**src/core/pmc_map.vh**
```
// Register map, field positions and reset values of the port match and crossbar control block
// Operation
// [RL1] Pullup-disable bit 7 clear enables weak pullups except on analog pins; the code also turns them off on push-pull pins and pins driving low.
// [RL2] Crossbar enable bit set enables crossbar; cleared, drivers off, pins are inputs.
// [RL3] Timer 1 and timer 0 inputs reach pins only with bits 5 and 4 set.
// [RL4] Counter input reaches a pin only when bit 3 is set.
// [RL5] Bit 2 of crossbar control two reads zero, writes are ignored.
// [RL6] Module pin field: 00 none, 01 module 0, 10 modules 0-1, 11 modules 0-2.
// [RL7] Mismatch when masked port 0 or port 1 pins differ from masked match value.
// [RL8] Mask bit 1 compares the pin; mask bit 0 excludes it from mismatch.
// [RL9] Match bit gives expected level: 0 low, 1 high.
// [RL10] Mismatch uses real pin levels regardless of crossbar routing.
// [RL11] Mismatch event is offered as interrupt source and idle/suspend wake-up source.
// [RL12] Port data registers are byte and bit accessible.
// [RL13] Port write stores an output latch that holds pin level until next write.
// [RL14] Ordinary port read returns pin levels, even for pins given to peripherals.
// [RL15] Read-modify-write accesses of a port read the latch, not the pins.
// [RL16] Two-wire bus data and clock pins are always open-drain.
// [RL17] Port 2 pin 4 is digital only; no analog input mode.
// [RL18] Pins pass a two-stage synchroniser before the mask-and-match compare.
`ifndef PMC_MAP_VH
`define PMC_MAP_VH

// ***********************************************
// Register addresses
// ***********************************************
`define PMC_ADDR_PORT0_DATA        8'h80
`define PMC_ADDR_PORT1_DATA        8'h90
`define PMC_ADDR_XBAR_CTRL_TWO     8'hE2
`define PMC_ADDR_PORT1_MATCH       8'hED
`define PMC_ADDR_PORT1_MASK        8'hEE
`define PMC_ADDR_PORT0_MATCH       8'hFD
`define PMC_ADDR_PORT0_MASK        8'hFE

// ***********************************************
// Field positions of crossbar control two
// ***********************************************
`define PMC_BIT_PULLUP_DISABLE     7
`define PMC_BIT_CROSSBAR_ENABLE    6
`define PMC_BIT_TIMER1_ROUTE       5
`define PMC_BIT_TIMER0_ROUTE       4
`define PMC_BIT_COUNTER_ROUTE      3
`define PMC_BIT_UNUSED             2
`define PMC_FLD_PIN_SEL_HI         1
`define PMC_FLD_PIN_SEL_LO         0
`define PMC_XBAR_WRITE_MASK        8'hFB

// ***********************************************
// Reset values
// ***********************************************
`define PMC_RST_XBAR_CTRL_TWO      8'h00
`define PMC_RST_MATCH              8'hFF
`define PMC_RST_MASK               8'h00
`define PMC_RST_PORT_LATCH         8'hFF
`define PMC_RST_RDATA              8'h00

// ***********************************************
// Module pin select encodings
// ***********************************************
`define PMC_PINSEL_NONE            2'b00
`define PMC_PINSEL_M0              2'b01
`define PMC_PINSEL_M01             2'b10
`define PMC_PINSEL_M012            2'b11

`endif

```
**src/core/pmc_port_ctrl.v**
```verilog
// Port data latches, crossbar control two, port match compare and pin drive control
`timescale 1ns/1ps
`include "pmc_map.vh"
module pmc_port_ctrl (
  input  wire        i_clk,
  input  wire        i_rst,
  // Special-function-register bus
  input  wire [7:0]  i_sfr_addr,
  input  wire [7:0]  i_sfr_wdata,
  input  wire        i_sfr_wr,
  input  wire        i_sfr_rd,
  input  wire        i_sfr_rmw,
  input  wire        i_sfr_bit_wr,
  input  wire [2:0]  i_sfr_bit_sel,
  input  wire        i_sfr_bit_val,
  output reg  [7:0]  o_sfr_rdata,
  // Pin configuration from the mode registers held elsewhere
  input  wire [15:0] i_input_mode_select,
  input  wire [15:0] i_output_mode_select,
  input  wire [15:0] i_smb_pin,
  // Pads of ports 0 and 1
  input  wire [15:0] i_pin_in,
  output reg  [15:0] o_pin_out,
  output reg  [15:0] o_pin_oe,
  output reg  [15:0] o_pullup_en,
  // Port 2 pin 4 pad, digital only
  input  wire        i_p24_latch,
  input  wire        i_p24_push_pull,
  output reg         o_p24_out,
  output reg         o_p24_oe,
  output reg         o_p24_pullup_en,
  // Routing enables toward the crossbar decoder
  output reg         o_crossbar_enable,
  output reg         o_timer1_input_route,
  output reg         o_timer0_input_route,
  output reg         o_array_counter_input_route,
  output reg  [2:0]  o_compare_module_io_route,
  // Mismatch event
  input  wire        i_idle,
  input  wire        i_suspend,
  output reg         o_mismatch_irq,
  output reg         o_mismatch_wake
);

  // ***********************************************
  // Decode helpers
  // ***********************************************
  function [2:0] pmc_cex_route;
    input [1:0] sel;
    begin
      case (sel)
        `PMC_PINSEL_NONE: pmc_cex_route = 3'b000;
        `PMC_PINSEL_M0:   pmc_cex_route = 3'b001;
        `PMC_PINSEL_M01:  pmc_cex_route = 3'b011;
        `PMC_PINSEL_M012: pmc_cex_route = 3'b111;
        default:          pmc_cex_route = 3'b000;
      endcase
    end
  endfunction

  function pmc_hit;
    input [7:0] addr;
    input [7:0] target;
    begin
      pmc_hit = (addr == target);
    end
  endfunction

  function [7:0] pmc_set_bit;
    input [7:0] value;
    input [2:0] pos;
    input       bitv;
    reg   [7:0] onehot;
    begin
      onehot      = 8'h01 << pos;
      pmc_set_bit = bitv ? (value | onehot) : (value & ~onehot);
    end
  endfunction

  // ***********************************************
  // Registers
  // ***********************************************
  reg  [7:0]  xbar_ctrl_two_r;
  reg  [7:0]  port0_match_value_r;
  reg  [7:0]  port0_compare_mask_r;
  reg  [7:0]  port1_match_value_r;
  reg  [7:0]  port1_compare_mask_r;
  reg  [7:0]  port0_latch_r;
  reg  [7:0]  port1_latch_r;
  reg  [7:0]  rdata_nxt;
  wire [15:0] pin_sync;

  wire hit_p0    = pmc_hit(i_sfr_addr, `PMC_ADDR_PORT0_DATA);
  wire hit_p1    = pmc_hit(i_sfr_addr, `PMC_ADDR_PORT1_DATA);
  wire hit_xbar  = pmc_hit(i_sfr_addr, `PMC_ADDR_XBAR_CTRL_TWO);
  wire hit_port0_match_value = pmc_hit(i_sfr_addr, `PMC_ADDR_PORT0_MATCH);
  wire hit_p0msk = pmc_hit(i_sfr_addr, `PMC_ADDR_PORT0_MASK);
  wire hit_port1_match_value = pmc_hit(i_sfr_addr, `PMC_ADDR_PORT1_MATCH);
  wire hit_p1msk = pmc_hit(i_sfr_addr, `PMC_ADDR_PORT1_MASK);

  wire pullup_disable  = xbar_ctrl_two_r[`PMC_BIT_PULLUP_DISABLE];
  wire crossbar_enable = xbar_ctrl_two_r[`PMC_BIT_CROSSBAR_ENABLE];
  wire [15:0] port_latch = {port1_latch_r, port0_latch_r};

  // ***********************************************
  // Pin synchroniser
  // ***********************************************
  // Metastability guard ahead of both the compare and port reads
  pmc_sync2 #(
    .W (16)
  ) u_pin_sync (
    .i_clk   (i_clk),
    .i_rst   (i_rst),
    .i_async (i_pin_in),
    .o_sync  (pin_sync)  // [RL18]
  );

  // ***********************************************
  // Register writes
  // ***********************************************
  always @(posedge i_clk or posedge i_rst) begin
    if (i_rst) begin
      xbar_ctrl_two_r      <= `PMC_RST_XBAR_CTRL_TWO;
      port0_match_value_r  <= `PMC_RST_MATCH;
      port0_compare_mask_r <= `PMC_RST_MASK;
      port1_match_value_r  <= `PMC_RST_MATCH;
      port1_compare_mask_r <= `PMC_RST_MASK;
      port0_latch_r        <= `PMC_RST_PORT_LATCH;
      port1_latch_r        <= `PMC_RST_PORT_LATCH;
    end else begin
      if (i_sfr_wr) begin
        if (hit_xbar) begin
          xbar_ctrl_two_r <= i_sfr_wdata & `PMC_XBAR_WRITE_MASK;  // [RL5]
        end
        if (hit_port0_match_value) begin
          port0_match_value_r <= i_sfr_wdata;
        end
        if (hit_p0msk) begin
          port0_compare_mask_r <= i_sfr_wdata;
        end
        if (hit_port1_match_value) begin
          port1_match_value_r <= i_sfr_wdata;
        end
        if (hit_p1msk) begin
          port1_compare_mask_r <= i_sfr_wdata;
        end
        if (hit_p0) begin
          port0_latch_r <= i_sfr_wdata;  // [RL13]
        end
        if (hit_p1) begin
          port1_latch_r <= i_sfr_wdata;  // [RL13]
        end
      end else if (i_sfr_bit_wr) begin
        // Single-bit writes touch only the addressed latch bit
        if (hit_p0) begin
          port0_latch_r <= pmc_set_bit(port0_latch_r, i_sfr_bit_sel, i_sfr_bit_val);  // [RL12]
        end
        if (hit_p1) begin
          port1_latch_r <= pmc_set_bit(port1_latch_r, i_sfr_bit_sel, i_sfr_bit_val);  // [RL12]
        end
      end
    end
  end

  // ***********************************************
  // Register reads
  // ***********************************************
  always @* begin
    rdata_nxt = `PMC_RST_RDATA;
    if (hit_xbar) begin
      rdata_nxt = xbar_ctrl_two_r & `PMC_XBAR_WRITE_MASK;  // [RL5]
    end else if (hit_port0_match_value) begin
      rdata_nxt = port0_match_value_r;
    end else if (hit_p0msk) begin
      rdata_nxt = port0_compare_mask_r;
    end else if (hit_port1_match_value) begin
      rdata_nxt = port1_match_value_r;
    end else if (hit_p1msk) begin
      rdata_nxt = port1_compare_mask_r;
    end else if (hit_p0) begin
      rdata_nxt = i_sfr_rmw ? port0_latch_r : pin_sync[7:0];  // [RL14] [RL15]
    end else if (hit_p1) begin
      rdata_nxt = i_sfr_rmw ? port1_latch_r : pin_sync[15:8];  // [RL14] [RL15]
    end
  end

  always @(posedge i_clk or posedge i_rst) begin
    if (i_rst) begin
      o_sfr_rdata <= `PMC_RST_RDATA;
    end else if (i_sfr_rd) begin
      o_sfr_rdata <= rdata_nxt;
    end
  end

  // ***********************************************
  // Pin drive and weak pullups
  // ***********************************************
  wire [15:0] pin_out_nxt;
  wire [15:0] pin_oe_nxt;
  wire [15:0] pullup_nxt;

  genvar gi;
  generate
    for (gi = 0; gi < 16; gi = gi + 1) begin : g_pin
      wire digital   = i_input_mode_select[gi];
      // Two-wire bus pins never drive high, whatever the mode bit says
      wire push_pull = i_output_mode_select[gi] & ~i_smb_pin[gi];  // [RL16]
      wire drive_low = crossbar_enable & digital & ~port_latch[gi];
      assign pin_oe_nxt[gi]  = crossbar_enable & digital & (push_pull | ~port_latch[gi]);  // [RL2]
      assign pin_out_nxt[gi] = push_pull & port_latch[gi];
      // Pullup off while driving low saves static current
      assign pullup_nxt[gi]  = ~pullup_disable & digital & ~push_pull & ~drive_low;  // [RL1]
    end
  endgenerate

  // No analog mode exists for this pin, so no input-mode gate
  wire p24_oe_nxt     = crossbar_enable & (i_p24_push_pull | ~i_p24_latch);  // [RL17]
  wire p24_out_nxt    = i_p24_push_pull & i_p24_latch;
  wire p24_pullup_nxt = ~pullup_disable & ~i_p24_push_pull & ~(crossbar_enable & ~i_p24_latch);  // [RL17]

  always @(posedge i_clk or posedge i_rst) begin
    if (i_rst) begin
      o_pin_out       <= 16'h0000;
      o_pin_oe        <= 16'h0000;
      o_pullup_en     <= 16'h0000;
      o_p24_out       <= 1'b0;
      o_p24_oe        <= 1'b0;
      o_p24_pullup_en <= 1'b0;
    end else begin
      o_pin_out       <= pin_out_nxt;
      o_pin_oe        <= pin_oe_nxt;
      o_pullup_en     <= pullup_nxt;
      o_p24_out       <= p24_out_nxt;
      o_p24_oe        <= p24_oe_nxt;
      o_p24_pullup_en <= p24_pullup_nxt;
    end
  end

  // ***********************************************
  // Peripheral routing enables
  // ***********************************************
  // Routing only counts once the crossbar itself is on
  always @(posedge i_clk or posedge i_rst) begin
    if (i_rst) begin
      o_crossbar_enable           <= 1'b0;
      o_timer1_input_route        <= 1'b0;
      o_timer0_input_route        <= 1'b0;
      o_array_counter_input_route <= 1'b0;
      o_compare_module_io_route   <= 3'b000;
    end else begin
      o_crossbar_enable           <= crossbar_enable;  // [RL2]
      o_timer1_input_route        <= crossbar_enable & xbar_ctrl_two_r[`PMC_BIT_TIMER1_ROUTE];  // [RL3]
      o_timer0_input_route        <= crossbar_enable & xbar_ctrl_two_r[`PMC_BIT_TIMER0_ROUTE];  // [RL3]
      o_array_counter_input_route <= crossbar_enable & xbar_ctrl_two_r[`PMC_BIT_COUNTER_ROUTE];  // [RL4]
      o_compare_module_io_route   <= {3{crossbar_enable}} &
                                     pmc_cex_route(xbar_ctrl_two_r[`PMC_FLD_PIN_SEL_HI:`PMC_FLD_PIN_SEL_LO]);  // [RL6]
    end
  end

  // ***********************************************
  // Port match compare
  // ***********************************************
  // Raw synchronised pins, not the routed view of the crossbar
  wire [7:0] p0_diff = (pin_sync[7:0] ^ port0_match_value_r) & port0_compare_mask_r;   // [RL8] [RL9] [RL10]
  wire [7:0] p1_diff = (pin_sync[15:8] ^ port1_match_value_r) & port1_compare_mask_r;  // [RL8] [RL9] [RL10]
  wire       mismatch_nxt = (|p0_diff) | (|p1_diff);  // [RL7]

  always @(posedge i_clk or posedge i_rst) begin
    if (i_rst) begin
      o_mismatch_irq  <= 1'b0;
      o_mismatch_wake <= 1'b0;
    end else begin
      o_mismatch_irq  <= mismatch_nxt;  // [RL11]
      o_mismatch_wake <= mismatch_nxt & (i_idle | i_suspend);  // [RL11]
    end
  end

endmodule // pmc_port_ctrl

```
**src/core/pmc_sync2.v**
```verilog
// Two-stage synchroniser for a bus of independent pin levels
`timescale 1ns/1ps
module pmc_sync2 #(
  parameter W = 16
) (
  input  wire         i_clk,
  input  wire         i_rst,
  input  wire [W-1:0] i_async,
  output wire [W-1:0] o_sync
);
  reg [W-1:0] meta_r;
  reg [W-1:0] sync_r;

  // First stage is read only by the second
  always @(posedge i_clk or posedge i_rst) begin
    if (i_rst) begin
      meta_r <= {W{1'b0}};
      sync_r <= {W{1'b0}};
    end else begin
      meta_r <= i_async;
      sync_r <= meta_r;
    end
  end

  assign o_sync = sync_r;
endmodule // pmc_sync2

```
**config.mk**
```make
export PLATFORM = sky130hd
export DESIGN_NAME = pmc_port_ctrl
export DESIGN_NICKNAME = d
export VERILOG_FILES = /design/src/core/pmc_port_ctrl.v /design/src/core/pmc_sync2.v
export VERILOG_INCLUDE_DIRS = /design/src /design/src/core
export SDC_FILE = /design/constraint.sdc
export NUM_CORES = 1
export LEC_CHECK = 0
export BUFFER_PORTS_ARGS = -buffer_cell sky130_fd_sc_hd__buf_2
export CAP_MARGIN = 20
export CELL_PAD_IN_SITES_DETAIL_PLACEMENT = 1
export CELL_PAD_IN_SITES_GLOBAL_PLACEMENT = 2
export CORE_MARGIN = 4
export CORE_UTILIZATION = 35
export DETAILED_ROUTE_END_ITERATION = 8
export PLACE_DENSITY_LB_ADDON = 0.3
export REMOVE_ABC_BUFFERS = 1
export SYNTH_ARGS = -nofsm -noshare
export SYNTH_HDL_FRONTEND = slang
export SYNTH_SLANG_ARGS = --single-unit
```
**constraint.sdc**
```tcl
create_clock -name i_clk -period 6.1 [get_ports i_clk]
set_clock_uncertainty 0.2 [all_clocks]
set_input_delay 0 -clock i_clk [delete_from_list [all_inputs] [get_ports i_clk]]
set_output_delay 0 -clock i_clk [all_outputs]
set_load 0.005 [all_outputs]
```
## Word-level counts from Yosys, hierarchy flattened

Index checks and enable logic that the tools add are counted.

| storage, ports and cells | value |
|---|---|
| logic and storage cells | 299 |
| memories | 0 |
| latch bits | 0 |
| memory bits (writable) | 0 |
| flip-flop bits (word level) | 155 |
| bits of input ports | 94 |
| bits in read-only memories | 0 |
| output and inout port bits | 68 |

| operators by class | value |
|---|---|
| div/mod/pow operators | 0 |
| $add $sub $neg | 0 |
| bitwise gates (word level) | 234 |
| shift operators | 1 |
| multiply operators | 0 |
| muxes and demuxes | 20 |
| magnitude comparators | 0 |
| reductions and logical operators | 11 |
| eq/ne operators | 10 |

Operator list:

| cell | number |
|---|---|
| 8-bit 2-to-1 mux | 19 |
| 1-bit bitwise AND | 137 |
| 1-bit inverter | 68 |
| 8-bit equality test (second input constant) | 7 |
| 8-bit bitwise AND | 4 |
| 1-bit OR | 19 |
| 8-bit OR | 2 |
| 8-bit OR reduction | 2 |
| 8-bit bitwise XOR | 2 |
| 2-bit AND reduction | 7 |
| 3-bit one-hot mux with 4 select lines | 1 |
| 8-bit inverter | 1 |
| 1-bit by 3-bit left shift with 8-bit output (first input constant) | 1 |
| 2-bit equality test (second input constant) | 2 |
| 3-bit bitwise AND | 1 |
| 2-bit by 1-bit equality test with 1-bit output (second input constant) | 1 |
| 2-bit zero test | 1 |
| 2-bit nonzero test | 1 |

## Longest topological paths before layout

Gate-level depths: netlist (run 1).

| logic depth | value |
|---|---|
| depth in word-level cells | 8 |
| depth in mapped cells | 6 |
| depth with buffers taken out | 4 |

## By module

Synthesis (run 1) repeated with hierarchy kept, for this count alone.

| second synthesis, totals | value |
|---|---|
| cell total of the unflattened synthesis | 547 |
| area total of the unflattened synthesis | 6623.9 um^2 |

Modules (own cells, without submodules):

| module | seq. area each (um^2) | cells an instance | area an instance (um^2) | instances |
|---|---|---|---|---|
| pmc_port_ctrl | 3118.0 | 514 | 5819.3 | 1 |
| pmc_sync2 | 800.8 | 33 | 804.5 | 1 |

## Least setup slack after synthesis (run 1)

Ideal clock, no wire load.

| timing | value |
|---|---|
| path kind | input to register |
| start | input port i_sfr_addr[0] |
| end | register (tool-made name) |
| cell stages on the path | 5 |
| buffers on the path | 1 |
| library setup time | 82 ps |
| data required time | 5818 ps |
| setup slack | 4423 ps |
| arrival time | 1394 ps |
| cells stage by stage | buf_2 -> nor3b_2 -> o2111ai_4 -> nor2_1 -> mux2_2 |

RTL lines:

| element | RTL line | RTL |
|---|---|---|
| start, declared | pmc_port_ctrl.v:8 | `input wire [7:0] i_sfr_addr,` |

## Final worst setup path (run 1)

| timing | value |
|---|---|
| start | input port i_sfr_addr[5] |
| end | register o_sfr_rdata[4] |

| on the way | value |
|---|---|
| cells in the longest elaborated chain, start to end | 8 |
| elaborated cells between the ends (all ways) | 14 |
| classes of those cells | eq/ne: 7; mux: 7 |

RTL lines:

| element | RTL line | RTL |
|---|---|---|
| 8-bit equality test | pmc_port_ctrl.v:65 | `pmc_hit = (addr == target);` |
| 8-bit 2-to-1 mux | pmc_port_ctrl.v:182 | `end else if (hit_p1) begin` |
| 8-bit 2-to-1 mux | pmc_port_ctrl.v:180 | `end else if (hit_p0) begin` |
| 8-bit 2-to-1 mux | pmc_port_ctrl.v:178 | `end else if (hit_p1msk) begin` |
| 8-bit 2-to-1 mux | pmc_port_ctrl.v:176 | `end else if (hit_port1_match_value) begin` |
| 8-bit 2-to-1 mux | pmc_port_ctrl.v:174 | `end else if (hit_p0msk) begin` |
| 8-bit 2-to-1 mux | pmc_port_ctrl.v:172 | `end else if (hit_port0_match_value) begin` |
| 8-bit 2-to-1 mux * | pmc_port_ctrl.v:170 | `if (hit_xbar) begin` |
| end signal, assigned | pmc_port_ctrl.v:189 | `` o_sfr_rdata <= `PMC_RST_RDATA; `` |
| end signal, assigned | pmc_port_ctrl.v:191 | `o_sfr_rdata <= rdata_nxt;` |
| end, declared | pmc_port_ctrl.v:16 | `output reg [7:0] o_sfr_rdata,` |

Every way passes the cells marked *; elsewhere a longest branch is shown, timed or not.
A chain may end at the register's enable or synchronous reset.

==> results of run 1 <==
## worst max path at each step
| stage | start | to | slack [ns] |
|---|---|---|---|
| after floorplan | i_rst | o_array_counter_input_route$_DFF_PP0_ | 1.77 |
| after global placement | i_sfr_addr[2] | register | 3.93 |
| after detailed placement | i_sfr_addr[4] | port0_compare_mask_r[5]$_DFFE_PP0P_ | 3.89 |
| after CTS | i_sfr_addr[5] | o_sfr_rdata[4]$_DFFE_PP0P_ | 3.24 |
| after global routing | i_sfr_addr[5] | o_sfr_rdata[4]$_DFFE_PP0P_ | 3.11 |
| final | i_sfr_addr[5] | o_sfr_rdata[4]$_DFFE_PP0P_ | 3.19 |
## critical path, delay by kind of cell
family | cells | cell delay [ns]
buffers and inverters | 4 | 2.08
and+or+nand+nor | 2 | 0.77
AOI/OAI and AO/OA | 1 | 0.20
## synthesized netlist by cell type (3+ instances only)
library cell  count
a211oi_1          4
a21oi_1          34
a22oi_1          14
a32o_1            3
a41oi_1           5
and2_1            5
and3_1            3
buf_2             5
clkbuf_1         12
dfrtp_1         123
dfstp_2          32
inv_1            25
mux2_1            8
mux2_2           47
mux4_2            8
nand2_1          29
nand2b_1         20
nand3_1          12
nand3b_1         15
nand4_1           6
nor2_1           42
o211ai_1          5
o21ba_2           4
o31ai_1           7
o32ai_1           6
xor2_1           16
## power groups by stage
stage	combinational (W)	sequential [W]	clock (W)
3_3_place_gp	0.000197	0.00113	0
3_5_place_dp	0.000204	0.00113	0
4_1_cts	0.000260	0.00111	0.00122
2_1_floorplan	0.0000966	0.00112	0
5_1_grt	0.000287	0.00112	0.00126
6_report	0.000260	0.00111	0.00119
## metal layers
metal | GRT usage, % | routed length, µm | vias up
met1 | 25.7 | 9000 | 2730
met3 | 4.36 | 1230 | 27
met4 | 6.89 | 433 | 0
met2 | 35.4 | 10800 | 154
li1 | - | - | 2463
met5 | 0 | 0 | -
## kinds of logic after synthesis
logic type             Yosys count
AND/OR/NAND/NOR                153
multiplexers                    63
buffers and inverters           45
XOR/XNOR                        16
flip-flops                     155
AO/OA/AOI/OAI                  101
## per-stage QoR
stage | area [µm²] | hold WS [ns] | util, %
floorplan | 6560 | -0.169 | -
global placement | 7680 | -0.0903 | 41.1
detailed placement | 7680 | -0.0899 | 41.1
CTS | 9490 | 0.00202 | 50.7
global route | 9490 | 0.0327 | 50.7
finish | 9490 | 0.0168 | 50.7
## layout make-up
class,count,area (µm²)
fill,1963,9220
inverter,25,98.8
sequential,155,3920
multi-input combinational,333,2550
tap,234,293
clock inverter,13,214
timing repair buffer,277,1960
clock buffer,19,453
==> results.cfg, run 1 <==
[global_routing]
grt_pass1_wl_mm = 34.4
grt_pass1_vias = 6091
overflow = 0
grt_max_degree = 82
grt.total_usage_pct = 20.5
antenna_found_initial = 0

[worst_hold_path]
whs_path_depth = 2
min_to = u_pin_sync.meta_r[14]$_DFF_PP0_
min_from = i_pin_in[14]
hold_class = in2reg

[floorplan]
start_util_pct = 35.6
die_y_um = 146
rows = 50
core_area_mm2 = 0.0187
die_x_um = 146
die-area_mm2 = 0.0213
ioPinCount = 162

[setup_path]
critical_path_class = in2reg
path_cells = dlygate4sd3_1, buf_2, nor4_4, dlygate4sd3_1, nand3_1, dlygate4sd3_1, a41oi_1
worstPathRequired_ns = 6.24
worst_path_max_delay_cell = dlygate4sd3_1
reg2reg_slack_ns = 3.75
cp.arrival_ns = 3.06
slowest_delay_ns = 0.76
ff2ff_path_depth = 4
critPathMaxFanout = 8
reg2reg_to = o_pin_oe[2]$_DFF_PP0_
worstSetupEndpointType = register
crit_path_start_kind = primary input
regToRegStartpoint = xbar_ctrl_two_r[6]$_DFFE_PP0P_
crit_top_cell = dlygate4sd3_1

[cells_and_area]
mostFrequentLayoutCell = buf_2
diodes = 0
syn2layout_area_growth_pct = 42.6
fin_nets = 903
mostFrequentLayoutCells = buf_2 (161), dfrtp_1 (123), dlygate4sd3_1 (114)
instances_no_fill = 1056
drive_gt1_share_pct = 36.9

[flow_run]
cap_violations = 0

[cts]
cts_hold_buf = 114
cts_sinks = 155
tritoncts = built
clockBufferDepth = 2
htreeDepth = 4
post_cts_resized = 0
clkLatencyLatePin_ns = 0.42
postCtsSetupRepairBufs = 0
path_clk_slew_ns = 0.06
cts_made_buffers = 17
cts-root-buf = clkbuf_16

[synthesis]
synth.area.top_cells = dfrtp_1 (46%), dfstp_2 (13%), mux2_2 (8.0%), mux4_2 (2.7%), a21oi_1 (2.6%)
syn_area_mm2 = 0.00666
yosysSeqAreaShare_pct = 58.9
synth_flop_cell = dfrtp_1
yosys_register_bits = 155
synthXorXnorAreaFrac_pct = 2.11
synth_warnings = 0
synth_edf_count = 0
synth_top_area_share_pct = 46.2
yosys.area_share.simple_pct = 12.8
yosys.area.top_type = dfrtp_1
synth_compound_area_share_pct = 11.4
synthAdderAreaFrac_pct = 0
async_flop_share_pct = 100
yosysUniqueCellTypes = 61
synth_area_per_cell_um2 = 12.5
synth_top_family_by_area = simple AND/OR/NAND/NOR gates
synth.area.mux_share_pct = 12.0
postSynthCellCount = 533

[placed_design]
pre_cts_ws_ns = 3.89
dp.cells = 910
gp_congestion = 0.832
port_buffers = 161
dp_hpwl_mm = 14.5

[detailed_routing]
vias_per_cell = 5.09
wire_per_inst_um = 20.3
wl_mm = 21.4
antenna_left = 0
dr.pass1.iters = 4
drt_iter0_drc = 312
drcViolationCount = 0
vias = 5374

[pwr]
power_per_cell_area_mw_per_mm2 = 270
p_comb_share_pct = 10.1
p_leak_nw = 4.43
switchingPower_w = 0.000602
ir_drop_mv = 0.206
power_w = 0.00257
power.share.clock_pct = 46.4
seqPwrFrac_pct = 43.4
swShare_pct = 23.5
p_int_w = 0.00196

[sta]
min_period_ns = 2.91
rsz0062_at_grt = no
setup_viol = 0
timing.final.ws_setup_ns = 3.19
slew_violations = 0
worst_pin_slew_ns = 1.02
fin_crit_sh_pct = 47.7
fmax_mhz = 343
finalSetupTns_ns = 0
slew_headroom_pct = 31.4
hold_viol_final = 0

[run_status]
outcome = finished clean
Power figures use the tool's default switching activity.
==> run 2, diff against run 1 <==
Settings changed: CORE_UTILIZATION 35 to 32.
Clock period 6.1 ns to 2.36 ns, I/O delays scaled along.
==> run 2 against run 1 <==
  * Hold slack improved by 0.0025 ns
  * Via count grew 0.33%
  * Design area fell by 0.71%
  * Highest routed layer unchanged
  * First-iteration DRC count shrank 3.2%
  * Largest power group is now registers
  * Count of clock-buffer cells in the layout unchanged
  * Critical path type unchanged
  * Sequential cell count stayed put
  * Critical path depth increased by 1
  * Sequential share of layout area increased by 0.30 points
==> results.cfg, run 2 (synthesis gave the netlist of run 1 again) <==
[run_status]
outcome = finished clean

[placed_design]
dpl-instance-area_mm2 = 0.00785
gp_congestion = 0.912
port_buffers = 161
dp_hpwl_mm = 15.8
pre_cts_ws_ns = 0.423
dp.cells = 958

[cts]
clkLatencyLatePin_ns = 0.42
cts_sinks = 155
cts_made_buffers = 17
path_clk_slew_ns = 0.06
htreeDepth = 4
tritoncts = built
clockBufferDepth = 2
cts-root-buf = clkbuf_16

[global_routing]
grt_pass1_wl_mm = 34.5
grt.total_usage_pct = 19.1
grt_max_degree = 73
antenna_found_initial = 0
grt_pass1_vias = 6185
overflow = 0

[pwr]
ir_drop_mv = 0.428
swShare_pct = 25.6
power.share.clock_pct = 40.9
p_comb_share_pct = 11.3
p_int_w = 0.00448
power_per_cell_area_mw_per_mm2 = 640
p_leak_nw = 4.40
switchingPower_w = 0.00154
seqPwrFrac_pct = 47.8

[sta]
min_period_ns = 2.27
slew_headroom_pct = 40.8
fmax_mhz = 441
slew_violations = 0
hold_slack_ns = 0.0193
finalSetupTns_ns = 0
setup_viol = 0
hold_viol_final = 0
fin_crit_sh_pct = 96.0
rsz0062_at_grt = no
timing.final.ws_setup_ns = 0.0932
worst_pin_slew_ns = 0.888

[setup_path]
regToRegStartpoint = port0_match_value_r[3]$_DFFE_PP1P_
critPathMaxFanout = 10
critical_path_class = in2reg
crit_path_start_kind = primary input
crit_cells = 8
worst_path_max_delay_cell = dlygate4sd3_1
crit_top_cell = dlygate4sd3_1
cp.arrival_ns = 2.41
slowest_delay_ns = 0.56
worstSetupEndpointType = register
reg2reg_slack_ns = 0.12
path_cells = dlygate4sd3_1, buf_2, nor3b_2, buf_4, o2111ai_4, nor2_1, mux2_1, dlygate4sd3_1
reg2reg_to = o_mismatch_wake$_DFF_PP0_
ff2ff_path_depth = 5
path_delay_family = buffers and inverters
crit_buf_inv = 4
crit_path_start = i_sfr_addr[6]
worstPathRequired_ns = 2.51

[cells_and_area]
multi_input_comb_area_mm2 = 0.00255
nFillCells = 2219
ff_latch_area_mm2 = 0.00392
fin_area_mm2 = 0.00942
mostFrequentLayoutCell = buf_2
instances_no_fill = 1094
mostFrequentLayoutCells = buf_2 (161), dfrtp_1 (123), dlygate4sd3_1 (104)
diodes = 0
syn2layout_area_growth_pct = 41.5
drive_gt1_share_pct = 38.0
fin_nets = 905

[detailed_routing]
wl_mm = 21.9
drt_iter0_drc = 302
wire_per_inst_um = 20.0
antenna_left = 0
vias = 5392
drcViolationCount = 0
dr.pass1.iters = 4
vias_per_cell = 4.93

[floorplan]
die-area_mm2 = 0.0232
start_util_pct = 32.7
rows = 52
die_x_um = 152
core_area_mm2 = 0.0204
ioPinCount = 162
die_y_um = 152

[worst_hold_path]
min_from = i_pin_in[10]
whs_path_depth = 2
hold_class = in2reg

[flow_run]
cap_violations = 0
run 2: per-layer routing:
metal | wire length [µm] | vias up | GRT usage [%] | part of all wire, %
li1 | - | 2470 | - | -
met1 | 9020 | 2748 | 23.2 | 41
met2 | 11300 | 153 | 33.2 | 51
met3 | 1330 | 21 | 5.54 | 6.1
met4 | 268 | 0 | 5.14 | 1.2
met5 | 0 | - | 0 | 0
run 2: worst register-to-register path, cell delays in order, from the launching register on:
cell           delay [ns]
dfstp_2              0.55
xor2_1               0.07
a22oi_1              0.30
nand4_1              0.24
o22a_1               0.22
dlygate4sd3_1        0.55
run 2: timing repair:
action / 4_1_cts / 5_1_grt
endpoints found under the hold margin: 230 / 1
hold buffers: 103 / 1
setup buffers: 0 / 0
resized for setup: 0 / 0
run 2: per-stage QoR:
step / util [%] / power, W
after floorplan: - / 0.00315
after global placement: 38.6 / 0.00345
after detailed placement: 38.6 / 0.00348
after CTS: 46.2 / 0.00610
after global routing: 46.3 / 0.00632
final: 46.3 / 0.00603
run 2: power by group through the flow:
stage          Clock [W]  Combinational, W  Sequential (W)
2_1_floorplan          0          0.000250         0.00290
3_3_place_gp           0          0.000528         0.00292
3_5_place_dp           0          0.000552         0.00293
4_1_cts          0.00253          0.000683         0.00288
5_1_grt          0.00267          0.000749         0.00289
6_report         0.00247          0.000679         0.00288
run 2: final cells by class:
type | instances | area share [%]
Sequential cell | 155 | 41.6
Multi-Input combinational cell | 333 | 27.1
Timing Repair Buffer | 279 | 21.1
Clock buffer | 19 | 4.59
Tap cell | 270 | 3.59
Inverter | 25 | 1.05
Clock inverter | 13 | 0.996
run 2: worst min path at each step:
stage          slack, ns                              end
5_1_grt            0.009  u_pin_sync.meta_r[12]$_DFF_PP0_
4_1_cts            0.004  u_pin_sync.meta_r[10]$_DFF_PP0_
3_3_place_gp       -0.09   u_pin_sync.meta_r[4]$_DFF_PP0_
2_1_floorplan      -0.17   u_pin_sync.meta_r[0]$_DFF_PP0_
3_5_place_dp       -0.09   u_pin_sync.meta_r[8]$_DFF_PP0_
6_report            0.02  u_pin_sync.meta_r[10]$_DFF_PP0_
==> run 3, diff against run 2 <==
Settings changed: CORE_UTILIZATION 32 to 31, SYNTH_HIERARCHICAL set to 1.
==> run 3 against run 2 <==
  * Non-clock buffer count unchanged
  * Fmax grew 2.2%
  * Utilization down 1.2 points
  * Cell count is 1.6% higher
  * Wire length up 2.9%
  * Clock power rose by 15%
  * Critical path type unchanged
  * Largest cell class unchanged
==> results.cfg, run 3 <==
[synthesis]
yosysSeqAreaShare_pct = 59.2
yosysUniqueCellTypes = 54
syn_area_mm2 = 0.00662
postSynthCellCount = 547
synth_area_per_cell_um2 = 12.1
synth_edf_count = 0
synth.area.top_cells = dfrtp_1 (46%), dfstp_2 (13%), mux2_2 (6.6%), mux4_2 (2.7%), nand2b_1 (2.4%)
synth_warnings = 6
synth_top_area_share_pct = 46.5
synth_most_common_cell = dfrtp_1
async_flop_share_pct = 100
yosys.area.top_type = dfrtp_1
yosys-top-cells-count = dfrtp_1 (123), nand2_1 (40), mux2_2 (39)
synth_flop_cell = dfrtp_1
yosys_register_bits = 155

[detailed_routing]
vias = 5504
antenna_left = 0
drt_iter0_drc = 197
vias_per_cell = 4.95
wire_per_inst_um = 20.3
dr.pass1.iters = 4
drcViolationCount = 0
wl_mm = 22.5

[cts]
cts-root-buf = clkbuf_16
clkLatencyLatePin_ns = 0.43
cts_sinks = 155
cts_made_buffers = 17
path_clk_slew_ns = 0.06
tritoncts = built
postCtsSetupRepairBufs = 0
htreeDepth = 4
clockBufferDepth = 2

[cells_and_area]
mostFrequentLayoutCell = buf_2
diodes = 0
drive_gt1_share_pct = 34.8
nFillCells = 2289
instances_no_fill = 1111
fin_nets = 917
syn2layout_area_growth_pct = 42.9
mostFrequentLayoutCells = buf_2 (161), dfrtp_1 (123), dlygate4sd3_1 (106)

[flow_run]
cap_violations = 0

[pwr]
p_leak_nw = 4.57
swShare_pct = 26.0
switchingPower_w = 0.00167
power.share.clock_pct = 44.0
ir_drop_mv = 0.424
p_comb_share_pct = 11.0
power_per_cell_area_mw_per_mm2 = 680
p_int_w = 0.00476
seqPwrFrac_pct = 45.0

[setup_path]
regToRegStartpoint = port0_match_value_r[3]$_DFFE_PP1P_
critPathMaxFanout = 8
worstSetupEndpointType = register
critical_path_class = in2reg
cp.arrival_ns = 2.36
crit_path_start_kind = primary input
reg2reg_to = o_mismatch_wake$_DFF_PP0_
reg2reg_slack_ns = 0.18
ff2ff_path_depth = 5
worstPathRequired_ns = 2.51

[floorplan]
die-area_mm2 = 0.0238
core_area_mm2 = 0.0210
die_x_um = 154
ioPinCount = 162
start_util_pct = 31.5
rows = 53
die_y_um = 154

[sta]
timing.final.ws_setup_ns = 0.142
setup_viol = 0
finalSetupTns_ns = 0
hold_viol_final = 0
hold_slack_ns = 0.0175
rsz0062_at_grt = no
fin_crit_sh_pct = 94.0
min_period_ns = 2.22
fmax_mhz = 451
slew_violations = 0
slew_headroom_pct = 44.0
worst_pin_slew_ns = 0.840

[worst_hold_path]
min_from = i_pin_in[5]
hold_class = in2reg
min_to = u_pin_sync/meta_r[5]$_DFF_PP0_
whs_path_depth = 2

[global_routing]
grt_max_degree = 50
grt.total_usage_pct = 19.2
grt_pass1_wl_mm = 35.6
grt_pass1_vias = 6292
antenna_found_initial = 0
overflow = 0

[placed_design]
port_buffers = 161
pre_cts_ws_ns = 0.446
dp.cells = 973
gp_congestion = 0.897
dp_hpwl_mm = 15.8

[run_status]
outcome = finished clean
## run 3: changes by cell type in the layout (fill, tap and decap cells not counted), moves of 6 or more
cell	delta
o21ai_0	+7
mux2_2	-8
mux2_1	-8
o31a_1	+14
o21ai_1	+8
a31oi_1	+7
nor2_1	-12
nand2_1	+10
inv_1	+6
## run 3: timing repair
action / in CTS / in global routing
resized for setup: 0 / 1
endpoints found under the setup margin: 0 / 8
hold buffers: 106 / 0
endpoints found under the hold margin: 260 / 0
## run 3: routing by layer
| metal | global-route usage, % | up-vias | part of all wire (%) |
|---|---|---|---|
| met4 | 5.30 | 0 | 1.5 |
| met5 | 0 | - | 0 |
| li1 | - | 2522 | - |
| met3 | 4.06 | 34 | 4.6 |
| met1 | 25.0 | 2793 | 44 |
| met2 | 32.5 | 155 | 50 |
## run 3: worst max-delay path by stage
stage                              from                                     to  slack (ns)  cells past startpoint
after CTS                 i_sfr_addr[5]     port0_match_value_r[4]$_DFFE_PP1P_        0.08                      7
final                     i_sfr_addr[5]     port0_match_value_r[4]$_DFFE_PP1P_        0.14                      7
after floorplan                   i_rst  o_array_counter_input_route$_DFF_PP0_       -1.06                      1
after detailed placement  i_sfr_addr[4]    port0_compare_mask_r[5]$_DFFE_PP0P_        0.45                      5
after global placement    i_sfr_addr[4]    port0_compare_mask_r[3]$_DFFE_PP0P_        0.49                      5
after global routing      i_sfr_addr[5]     port0_match_value_r[7]$_DFFE_PP1P_        0.06                      7
## run 3: layout make-up
type / instances / area [µm²] / share of cell area [%]
inverter: 31 / 119 / 1.26
multi-input combinational: 339 / 2470 / 26.1
clock inverter: 15 / 179 / 1.89
tap: 275 / 344 / 3.63
sequential: 155 / 3920 / 41.4
timing repair buffer: 279 / 2010 / 21.2
clock buffer: 17 / 425 / 4.49
## run 3: cell families after synthesis
group	Yosys count	synth area share, %
XOR/XNOR	16	2.12
multiplexers	47	9.35
buffers and inverters	53	3.51
AO/OA/AOI/OAI	125	13.5
flip-flops	155	59.2
AND/OR/NAND/NOR	151	12.3
## run 3: stage by stage
step                utilization [%]  area [µm²]  power [W]
floorplan                         -        6510    0.00318
global placement               37.1        7800    0.00350
detailed placement             37.1        7800    0.00352
CTS                            45.0        9470    0.00649
global route                   45.0        9470    0.00670
finish                         45.0        9470    0.00643
## run 3: critical path, cell delays in order
cell and delay (ns):
dlygate4sd3_1 0.53, buf_2 0.18, nand4_1 0.22, dlygate4sd3_1 0.66
nor2_1 0.22, nand2_2 0.21, mux2_2 0.34
## run 3: power by group through the flow
stage          Combinational [W]  Sequential [W]  Clock [W]
2_1_floorplan           0.000265         0.00292          0
3_3_place_gp            0.000561         0.00294          0
3_5_place_dp            0.000582         0.00294          0
4_1_cts                 0.000710         0.00290    0.00289
5_1_grt                 0.000785         0.00291    0.00301
6_report                0.000711         0.00290    0.00283
